<file path="src/hdl/cps_pkg.sv">
// package: register map, field positions and state types for the command/status control block
package cps_pkg;
	localparam int ADDR_W = 16;
	localparam logic [15:0] OFS_COMMAND_ADDRESS = 16'hffdb;
	localparam logic [15:0] OFS_PORT_CONTROL_STATUS = 16'hffdc;
	localparam logic [7:0] RST_COMMAND_ADDRESS = 8'h00;
	localparam logic [7:0] RST_PORT_CONTROL_STATUS = 8'h00;
	// control/status field positions
	localparam int BIT_RX_HOLDING_FULL = 7;
	localparam int BIT_RX_FULL_IRQ_EN = 6;
	localparam int BIT_TX_HOLDING_EMPTY = 5;
	localparam int BIT_TX_EMPTY_IRQ_EN = 4;
	localparam int BIT_RESERVED = 3;
	localparam int BIT_CODEC_SELECT_HI = 2;
	localparam int BIT_CODEC_SELECT_LO = 1;
	localparam int BIT_CODEC_RESET_CTL = 0;
	// address byte fields
	localparam int BIT_MULTI_RW = 7;
	localparam int BIT_SINGLE_RW = 5;
	localparam int INDEX_W = 7;
	localparam logic [1:0] CODEC_SELECT_PRIMARY = 2'h0;
	localparam logic [3:0] MULTI_ADDR_SLOT = 4'h1;
	localparam logic [3:0] MULTI_DATA_SLOT = 4'h2;
	// interrupt source index
	localparam int IRQ_RX = 0;
	localparam int IRQ_TX = 1;

	typedef struct packed {
		logic rx_holding_full;
		logic rx_full_irq_en;
		logic tx_holding_empty;
		logic tx_empty_irq_en;
		logic [1:0] codec_select;
		logic codec_reset_ctl;
		logic [7:0] codec_command_address;
		logic [7:0] rdata;
	} cps_state_t;

	typedef struct packed {
		logic [1:0] pend;
	} cps_pend_t;
endpackage

</file>
<file path="src/hdl/cps_irq_if.sv">
// interface: interrupt set/clear events and pending bits between control and pending logic
interface cps_irq_if;
	logic [1:0] set_evt;
	logic clear;
	logic [1:0] pend;

	modport ctl
	(
		output set_evt,
		output clear,
		input pend
	);
	modport pnd
	(
		input set_evt,
		input clear,
		output pend
	);
endinterface

</file>
<file path="src/hdl/cps_irq_pend.sv">
// module: pending interrupt latches, set by enabled events, cleared by a vector write
module cps_irq_pend
(
	input wire logic mclk,
	input wire logic rst,
	cps_irq_if.pnd irq
);
	cps_pkg::cps_pend_t st;
	cps_pkg::cps_pend_t next_st;

	// a set arriving with the clear keeps the latch pending
	always_comb
	begin
		next_st = st;
		if (irq.clear)
		begin
			next_st.pend = 2'h0;
		end
		next_st.pend = next_st.pend | irq.set_evt;
	end

	always_ff @(posedge mclk)
	begin
		if (rst)
		begin
			st <= '0;
		end
		else
		begin
			st <= next_st;
		end
	end

	assign irq.pend = st.pend;

	AST_SET_WINS: assert property (@(posedge mclk) disable iff (rst)
		irq.set_evt[0] |=> irq.pend[0])
		else $error("pending bit lost its set event");
endmodule // cps_irq_pend

</file>
<file path="src/hdl/cps_ctl.sv">
// module: codec port command/status control, status flags, codec select, reset and address byte
module cps_ctl
#(
	parameter int ADDR_W = cps_pkg::ADDR_W
)
(
	input wire logic mclk,
	input wire logic rst,
	// register port
	input wire logic [ADDR_W-1:0] reg_addr,
	input wire logic [7:0] reg_wdata,
	input wire logic reg_wr,
	input wire logic reg_rd,
	output logic [7:0] reg_rdata,
	// events from the neighbouring data and vector registers
	input wire logic rx_data_read,
	input wire logic tx_data_write,
	input wire logic vector_write,
	// events from the slot framing
	input wire logic rx_capture,
	input wire logic tx_sent,
	input wire logic rx_index_valid,
	input wire logic [6:0] rx_index,
	// port mode
	input wire logic single_slot_codec_mode,
	input wire logic i2s_mode,
	// outputs to framing and pins
	output logic [15:0] cmd_slot_word,
	output logic cmd_is_read,
	output logic cmd_secondary,
	output logic [3:0] cmd_addr_slot,
	output logic [3:0] cmd_data_slot,
	output logic codec_reset_out_n,
	output logic irq_req
);
	// the map decodes a 16-bit address; a narrower bus cannot reach it
	if (ADDR_W < 16)
	begin : g_chk
		$error("cps_ctl: ADDR_W below 16 cannot reach the register map");
	end

	cps_pkg::cps_state_t st;
	cps_pkg::cps_state_t next_st;
	cps_irq_if irq_bus();

	// decode one register offset, used for both strobes
	function automatic logic hit(input logic [ADDR_W-1:0] a, input logic [15:0] ofs);
		hit = (a[15:0] == ofs) && ((ADDR_W == 16) || (a >> 16) == '0);
	endfunction

	// control/status byte as software reads it; reserved bit forced low
	function automatic logic [7:0] ctl_byte(input cps_pkg::cps_state_t s);
		logic [7:0] b;
		b = 8'h00;
		b[cps_pkg::BIT_RX_HOLDING_FULL] = s.rx_holding_full;
		b[cps_pkg::BIT_RX_FULL_IRQ_EN] = s.rx_full_irq_en;
		b[cps_pkg::BIT_TX_HOLDING_EMPTY] = s.tx_holding_empty;
		b[cps_pkg::BIT_TX_EMPTY_IRQ_EN] = s.tx_empty_irq_en;
		b[cps_pkg::BIT_RESERVED] = 1'b0;
		b[cps_pkg::BIT_CODEC_SELECT_HI:cps_pkg::BIT_CODEC_SELECT_LO] = s.codec_select;
		b[cps_pkg::BIT_CODEC_RESET_CTL] = s.codec_reset_ctl;
		ctl_byte = b;
	endfunction

	logic wr_ctl;
	logic wr_adr;
	logic rd_ctl;
	logic rd_adr;

	// strobe decode
	assign wr_ctl = reg_wr && hit(reg_addr, cps_pkg::OFS_PORT_CONTROL_STATUS);
	assign wr_adr = reg_wr && hit(reg_addr, cps_pkg::OFS_COMMAND_ADDRESS);
	assign rd_ctl = reg_rd && hit(reg_addr, cps_pkg::OFS_PORT_CONTROL_STATUS);
	assign rd_adr = reg_rd && hit(reg_addr, cps_pkg::OFS_COMMAND_ADDRESS);

	// next state: software writes first, hardware events after so a set beats a clear
	always_comb
	begin
		next_st = st;
		if (wr_ctl)
		begin
			next_st.rx_full_irq_en = reg_wdata[cps_pkg::BIT_RX_FULL_IRQ_EN];
			next_st.tx_empty_irq_en = reg_wdata[cps_pkg::BIT_TX_EMPTY_IRQ_EN];
			next_st.codec_select = reg_wdata[cps_pkg::BIT_CODEC_SELECT_HI:cps_pkg::BIT_CODEC_SELECT_LO];
			next_st.codec_reset_ctl = reg_wdata[cps_pkg::BIT_CODEC_RESET_CTL];
		end
		if (wr_adr)
		begin
			next_st.codec_command_address = reg_wdata;
		end
		// status flags are read only; only hardware events move them
		if (rx_data_read)
		begin
			next_st.rx_holding_full = 1'b0;
		end
		if (rx_capture)
		begin
			next_st.rx_holding_full = 1'b1;
		end
		if (tx_data_write)
		begin
			next_st.tx_holding_empty = 1'b0;
		end
		if (tx_sent)
		begin
			next_st.tx_holding_empty = 1'b1;
		end
		// returned index wins over a software write in the same cycle
		if (rx_index_valid)
		begin
			next_st.codec_command_address[cps_pkg::INDEX_W-1:0] = rx_index;
		end
		// read data stand in the cycle after the strobe only
		if (rd_ctl)
		begin
			next_st.rdata = ctl_byte(st);
		end
		else if (rd_adr)
		begin
			next_st.rdata = st.codec_command_address;
		end
		else
		begin
			next_st.rdata = 8'h00;
		end
	end

	always_ff @(posedge mclk)
	begin
		if (rst)
		begin
			st <= '0;
		end
		else
		begin
			st <= next_st;
		end
	end

	// interrupt events: an enabled flag-setting event becomes pending
	assign irq_bus.set_evt[cps_pkg::IRQ_RX] = rx_capture && st.rx_full_irq_en;
	assign irq_bus.set_evt[cps_pkg::IRQ_TX] = tx_sent && st.tx_empty_irq_en;
	// vector write clears only the pending bits, never the status flags
	assign irq_bus.clear = vector_write;

	cps_irq_pend u_pend
	(
		.mclk(mclk),
		.rst(rst),
		.irq(irq_bus.pnd)
	);

	assign irq_req = |irq_bus.pend;
	assign reg_rdata = st.rdata;

	// whole address byte leads the 16-bit command slot; software laid out the fields
	assign cmd_slot_word = {st.codec_command_address, 8'h00};
	// read flag sits at the top bit in multi-slot, at slot bit 13 in single-slot
	assign cmd_is_read = single_slot_codec_mode ?
		st.codec_command_address[cps_pkg::BIT_SINGLE_RW] :
		st.codec_command_address[cps_pkg::BIT_MULTI_RW];
	// secondary codec only exists on the multi-slot link
	assign cmd_secondary = !single_slot_codec_mode &&
		(st.codec_select != cps_pkg::CODEC_SELECT_PRIMARY);
	// multi-slot uses separate address and data slots
	assign cmd_addr_slot = cps_pkg::MULTI_ADDR_SLOT;
	assign cmd_data_slot = cps_pkg::MULTI_DATA_SLOT;
	// driven straight from the bit in every mode; the I2S codec simply ignores it
	assign codec_reset_out_n = st.codec_reset_ctl;

	// checks; the competing event is excluded where set-wins ordering would otherwise interfere
	AST_RX_SET: assert property (@(posedge mclk) disable iff (rst)
		rx_capture |=> st.rx_holding_full)
		else $error("receive-full not set after capture");

	AST_RX_CLR: assert property (@(posedge mclk) disable iff (rst)
		(rx_data_read && !rx_capture) |=> !st.rx_holding_full)
		else $error("receive-full not cleared by data read");

	AST_RX_RO: assert property (@(posedge mclk) disable iff (rst)
		(wr_ctl && !rx_capture && !rx_data_read) |=> st.rx_holding_full == $past(st.rx_holding_full))
		else $error("software write moved receive-full");

	AST_RX_VEC: assert property (@(posedge mclk) disable iff (rst)
		(vector_write && !rx_capture && !rx_data_read) |=>
		(!irq_bus.pend[cps_pkg::IRQ_RX] && st.rx_holding_full == $past(st.rx_holding_full)))
		else $error("vector write mishandled receive interrupt or flag");

	// a disabled event may keep an older pending bit but never raise a new one
	AST_RX_EN: assert property (@(posedge mclk) disable iff (rst)
		(rx_capture && !st.rx_full_irq_en) |=>
		(!irq_bus.pend[cps_pkg::IRQ_RX] || $past(irq_bus.pend[cps_pkg::IRQ_RX])))
		else $error("receive interrupt raised while disabled");

	AST_RX_IRQ: assert property (@(posedge mclk) disable iff (rst)
		(rx_capture && st.rx_full_irq_en) |=> (irq_req && irq_bus.pend[cps_pkg::IRQ_RX]))
		else $error("enabled receive event did not raise interrupt");

	AST_TX_SET: assert property (@(posedge mclk) disable iff (rst)
		tx_sent |=> st.tx_holding_empty)
		else $error("transmit-empty not set after send");

	AST_TX_RD: assert property (@(posedge mclk) disable iff (rst)
		rd_ctl |=> reg_rdata[cps_pkg::BIT_TX_HOLDING_EMPTY] == $past(st.tx_holding_empty))
		else $error("transmit-empty read back wrong");

	AST_TX_CLR: assert property (@(posedge mclk) disable iff (rst)
		(tx_data_write && !tx_sent) |=> !st.tx_holding_empty)
		else $error("transmit-empty not cleared by data write");

	AST_TX_RO: assert property (@(posedge mclk) disable iff (rst)
		(wr_ctl && !tx_sent && !tx_data_write) |=> st.tx_holding_empty == $past(st.tx_holding_empty))
		else $error("software write moved transmit-empty");

	AST_TX_VEC: assert property (@(posedge mclk) disable iff (rst)
		(vector_write && !tx_sent && !tx_data_write) |=>
		(!irq_bus.pend[cps_pkg::IRQ_TX] && st.tx_holding_empty == $past(st.tx_holding_empty)))
		else $error("vector write mishandled transmit interrupt or flag");

	AST_TX_EN: assert property (@(posedge mclk) disable iff (rst)
		(tx_sent && !st.tx_empty_irq_en) |=>
		(!irq_bus.pend[cps_pkg::IRQ_TX] || $past(irq_bus.pend[cps_pkg::IRQ_TX])))
		else $error("transmit interrupt raised while disabled");

	AST_TX_IRQ: assert property (@(posedge mclk) disable iff (rst)
		(tx_sent && st.tx_empty_irq_en) |=> (irq_req && irq_bus.pend[cps_pkg::IRQ_TX]))
		else $error("enabled transmit event did not raise interrupt");

	AST_EN_RD: assert property (@(posedge mclk) disable iff (rst)
		rd_ctl |=> (reg_rdata[cps_pkg::BIT_RX_FULL_IRQ_EN] == $past(st.rx_full_irq_en) &&
		reg_rdata[cps_pkg::BIT_TX_EMPTY_IRQ_EN] == $past(st.tx_empty_irq_en)))
		else $error("interrupt enables read back wrong");

	// only a vector write may drop a pending request
	AST_IRQ_HOLD: assert property (@(posedge mclk) disable iff (rst)
		(irq_req && !vector_write) |=> irq_req)
		else $error("pending interrupt dropped without vector write");

	AST_SEL: assert property (@(posedge mclk) disable iff (rst)
		wr_ctl |=> cmd_secondary == (!single_slot_codec_mode &&
		$past(reg_wdata[cps_pkg::BIT_CODEC_SELECT_HI:cps_pkg::BIT_CODEC_SELECT_LO]) != cps_pkg::CODEC_SELECT_PRIMARY))
		else $error("codec select not applied");

	AST_CODEC_RESET_CTL: assert property (@(posedge mclk) disable iff (rst)
		(wr_ctl && !rst) |=> codec_reset_out_n == $past(reg_wdata[cps_pkg::BIT_CODEC_RESET_CTL]))
		else $error("codec reset output does not follow written bit");

	// the pin is not gated by the I2S modes
	AST_I2S: assert property (@(posedge mclk) disable iff (rst)
		(wr_ctl && i2s_mode) |=> codec_reset_out_n == $past(reg_wdata[cps_pkg::BIT_CODEC_RESET_CTL]))
		else $error("codec reset output gated in I2S mode");

	AST_RSVD: assert property (@(posedge mclk) disable iff (rst)
		rd_ctl |=> (reg_rdata[cps_pkg::BIT_RESERVED] == 1'b0 &&
		reg_rdata[cps_pkg::BIT_RX_HOLDING_FULL] == $past(st.rx_holding_full)))
		else $error("control/status read returned wrong bits");

	AST_SLOT: assert property (@(posedge mclk) disable iff (rst)
		(wr_adr && !rx_index_valid) |=> cmd_slot_word == {$past(reg_wdata), 8'h00})
		else $error("command slot does not carry the address byte");

	AST_MULTI_RW: assert property (@(posedge mclk) disable iff (rst)
		!single_slot_codec_mode |-> cmd_is_read == cmd_slot_word[15])
		else $error("multi-slot read flag not at the top bit");

	AST_SINGLE_RW: assert property (@(posedge mclk) disable iff (rst)
		single_slot_codec_mode |-> cmd_is_read == cmd_slot_word[13])
		else $error("single-slot read flag not at slot bit 13");

	AST_ADR: assert property (@(posedge mclk) disable iff (rst)
		(wr_adr && !rx_index_valid) |=> st.codec_command_address == $past(reg_wdata))
		else $error("address byte not stored");

	AST_ADR_RD: assert property (@(posedge mclk) disable iff (rst)
		rd_adr |=> reg_rdata == $past(st.codec_command_address))
		else $error("address byte read back wrong");

	AST_IDX: assert property (@(posedge mclk) disable iff (rst)
		rx_index_valid |=> st.codec_command_address[6:0] == $past(rx_index))
		else $error("returned index not loaded");
endmodule // cps_ctl

</file>
<file path="config.mk">
export PLATFORM = sky130hd
export DESIGN_NAME = cps_ctl
export DESIGN_NICKNAME = d
export VERILOG_FILES = /design/src/hdl/cps_pkg.sv /design/src/hdl/cps_irq_if.sv /design/src/hdl/cps_irq_pend.sv /design/src/hdl/cps_ctl.sv
export SDC_FILE = /design/constraint.sdc
export NUM_CORES = 1
export LEC_CHECK = 0
export BUFFER_PORTS_ARGS = -buffer_cell sky130_fd_sc_hd__buf_2
export CORE_ASPECT_RATIO = 1.4
export CORE_UTILIZATION = 35
export CTS_CLUSTER_DIAMETER = 120
export CTS_CLUSTER_SIZE = 12
export DETAILED_ROUTE_END_ITERATION = 7
export PLACE_DENSITY = 0.7
export SLEW_MARGIN = 20
export SYNTH_ARGS = -nofsm -noshare
export SYNTH_HDL_FRONTEND = slang
export SYNTH_SLANG_ARGS = --single-unit
export TNS_END_PERCENT = 50
</file>
<file path="constraint.sdc">
create_clock -name mclk -period 1.6 [get_ports mclk]
set_clock_uncertainty 0.1 [all_clocks]
set_input_delay 0.08 -clock mclk [delete_from_list [all_inputs] [get_ports mclk]]
set_output_delay 0.08 -clock mclk [all_outputs]
set_load 0.02 [all_outputs]
</file>
==> results.md <==
* # diodes at 0
* Fillers at around 390
* Main synth FF type: dfxtp_1
* Synth area leader: dfxtp_1
* Status: finished, final reports clean
* Die W at ~55 microns
* Max Cap Viol at 0
* Hold depth at 4
* Hold_buf cts at 15
* Cell Area, Synth at about 0.0014 sq mm
* Reg2reg setup slack at a little over 0.7 ns
* # Post-CTS Setup Buffers at 0
* Die height at 76.4 microns
* Via density at 4.93
* Initial antenna violation count at 0
* Count leader, synth: buf_4
* FF-to-FF End: cmd_slot_word[10]$_SDFFE_PP0P_
* Slew Limit Fails at 0
* TritonCTS Sinks at 25
* Leak pwr at 0.815 nW
* CP arrival at between 1 and 1.5 ns
* Via count at 1271
* Path depth of the worst reg2reg path at 2
* Routed WL at between 3000 and 4000 microns
* Port bufs at 61
* Ys async rst share at 0%
* Unrepaired setup endpoints after global routing: no
* Synthesized flop and latch total at 25
* Most instantiated cells after synthesis: buf_4 (34), dfxtp_1 (25), nor2_1 (16)
* Inserted Clock Buffers at 3
* CP max stage delay at between 0.3 and 0.4 ns
* Drt pass-1 iters at 4
* Placed Area at 0.00153 sq mm
* Root Driver: clkbuf_8
* Pin count of the biggest net entering global routing at 18
* Crit-path cells: mux2_2 -> buf_2
* Reg area at approximately 500 sq um
* GPL Wtd Cong at 0.755
* Clock latency on the worst-skew pair at 0.27 ns
* Layout cells sized above 1 at between 30% and 40%
* Crit-path leading delay family: flip-flops
* Syn. warnings at 0
* Worst min-delay path class: in -> reg
* P&R area growth vs syn at 25.0%
* Kind of critical path: reg -> out
* Seq/Total Area, Yosys at 36.2%
* Critical Path RT at 1.42 ns
* Mapped Avg Cell Area at around 8.7 sq um
* Post-CTS sizing at 0
* Worst hold start: tx_data_write
* DIE AREA at 0.00421 sq mm
* Synth unique cells at 27
* First-pass GRT wire length at 5110 microns
* Grt total ovfl at 0
* Boundary Pins at 79
* Maximum vdd drop at just over 0.0005 V
* Fin crit share at 76.7%
* Total GRT Usage at 16.2%
* Multi-input logic area at just over 600 sq um
* Post-DP HPWL at 2250 microns
* Routed len/inst at roughly 12 microns
* Core Region at 0.00371 sq mm
* Nets at 260
* Mapped Cells at 159
* Number of synthesized flops with an enable pin at 0
* Vias in the first global route at between 1000 and 1500
* Worst Path Max Fanout at 4
* Initial core utilization at 37.3%
* Initial DRC Count at 36
* Crit-path slowest cell: dfxtp_1
* CTS Buffer Depth at 2
* Post-synth top area share at 36.2%
* CTS clk-pin slew, worst paths at ~0.08 ns
* Rows at 26
* Total negative slack at 0 ns
* Cell area power density at 725 mW/mm^2
* R2R Path Start: cmd_slot_word[10]$_SDFFE_PP0P_
* Fmax at 815 MHz
* Kind of end point of the critical path: output pin
* CTS tree: yes
* Critical Path Source Type: flip-flop
* Hold EP: st[20]$_SDFFE_PP0P_
* DRC violations left at 0
* Synth top area cells: dfxtp_1 (36%), buf_4 (18%), a22oi_1 (4.9%)
* Worst Path Buf+Inv at 1
* Antenna Nets Post-Route at 0
* Design area at 0.00173 sq mm
* Fin crit period at between 1 and 1.5 ns
* Final Setup Violations at 0
* Final Hold Viols at 0
* CTS H-tree lvls at 1
-- power breakdown --
part	switching [mW]	internal, mW	total [mW]
sequential	0.0132	0.637	0.650
clock	0.193	0.178	0.371
combinational	0.132	0.101	0.233
total	0.338	0.916	1.25
-- cell type report --
type | count | area share, %
multi-input combinational | 97 | 35.2
clock buffer | 4 | 2.60
timing repair buffer | 80 | 28.1
inverter | 10 | 2.17
sequential | 25 | 28.9
tap | 42 | 3.04
-- placed cells by master, fill, tap and decap left out, types with 4 or more instances in the layout --
cell type       n
buf_4           4
buf_2          61
a221oi_2        4
o21ai_2         4
dfxtp_1        25
nand3_1         7
nor2_1         16
a21oi_1         8
a22oi_1         9
dlygate4sd3_1  15
conb_1         16
inv_1          10
o21ai_1         9
a31oi_1         7
-- state kept, by name (all words and copies together) (netlist names) --
| register | cells |
|---|---|
| reg_rdata | 8 |
| cmd_slot_word | 8 |
| st | 6 |
| codec_reset_out_n | 1 |
| u_pend.irq.pend | 2 |
-- logic make-up after synthesis --
kind of cell,synth area share [%]
flops,36.2
other cells,0.543
compound gates,23.0
mux,0.814
simple gates,15.8
buf+inv,23.7
-- worst max path at each step --
stage / startpoint / to / slack [ns] / cells after the start
6_report: cmd_slot_word[13]$_SDFFE_PP0P_ / cmd_is_read / 0.37 / 2
5_1_grt: reg_addr[14] / cmd_slot_word[9]$_SDFFE_PP0P_ / 0.31 / 5
4_1_cts: cmd_slot_word[13]$_SDFFE_PP0P_ / cmd_is_read / 0.37 / 2
3_5_place_dp: reg_addr[14] / cmd_slot_word[14]$_SDFFE_PP0P_ / 0.09 / 5
3_3_place_gp: reg_addr[14] / cmd_slot_word[9]$_SDFFE_PP0P_ / 0.11 / 5
2_1_floorplan: reg_addr[14] / cmd_slot_word[11]$_SDFFE_PP0P_ / 0.23 / 5
-- worst min-delay path: stages --
cell and delay (ns):
buf_2 0.10, inv_1 0.04, a21oi_1 0.05, nor2_1 0.07
-- through the flow --
stage / util (%) / setup WS [ns] / power (mW) / instances / hold WS, ns
2_1_floorplan: - / 0.228 / 0.827 / 173 / 0.0974
3_5_place_dp: 41.4 / 0.0948 / 0.867 / 239 / 0.212
5_1_grt: 46.6 / 0.312 / 1.31 / 258 / 0.0190
6_report: 46.6 / 0.373 / 1.25 / 258 / 0.00466
4_1_cts: 46.6 / 0.368 / 1.26 / 258 / 0.00158
3_3_place_gp: 41.4 / 0.112 / 0.864 / 239 / 0.205
-- routing by layer --
| layer | part of all wire, % | track usage (%) | wire length (microns) | up-vias |
|---|---|---|---|---|
| li1 | - | - | - | 622 |
| met1 | 39 | 20.4 | 1240 | 564 |
| met2 | 51 | 25.9 | 1600 | 78 |
| met3 | 7.7 | 1.80 | 245 | 7 |
| met4 | 2.7 | 8.25 | 87 | 0 |
| met5 | 0 | 0 | 0 | - |
(Power assumes the default switching activity.)
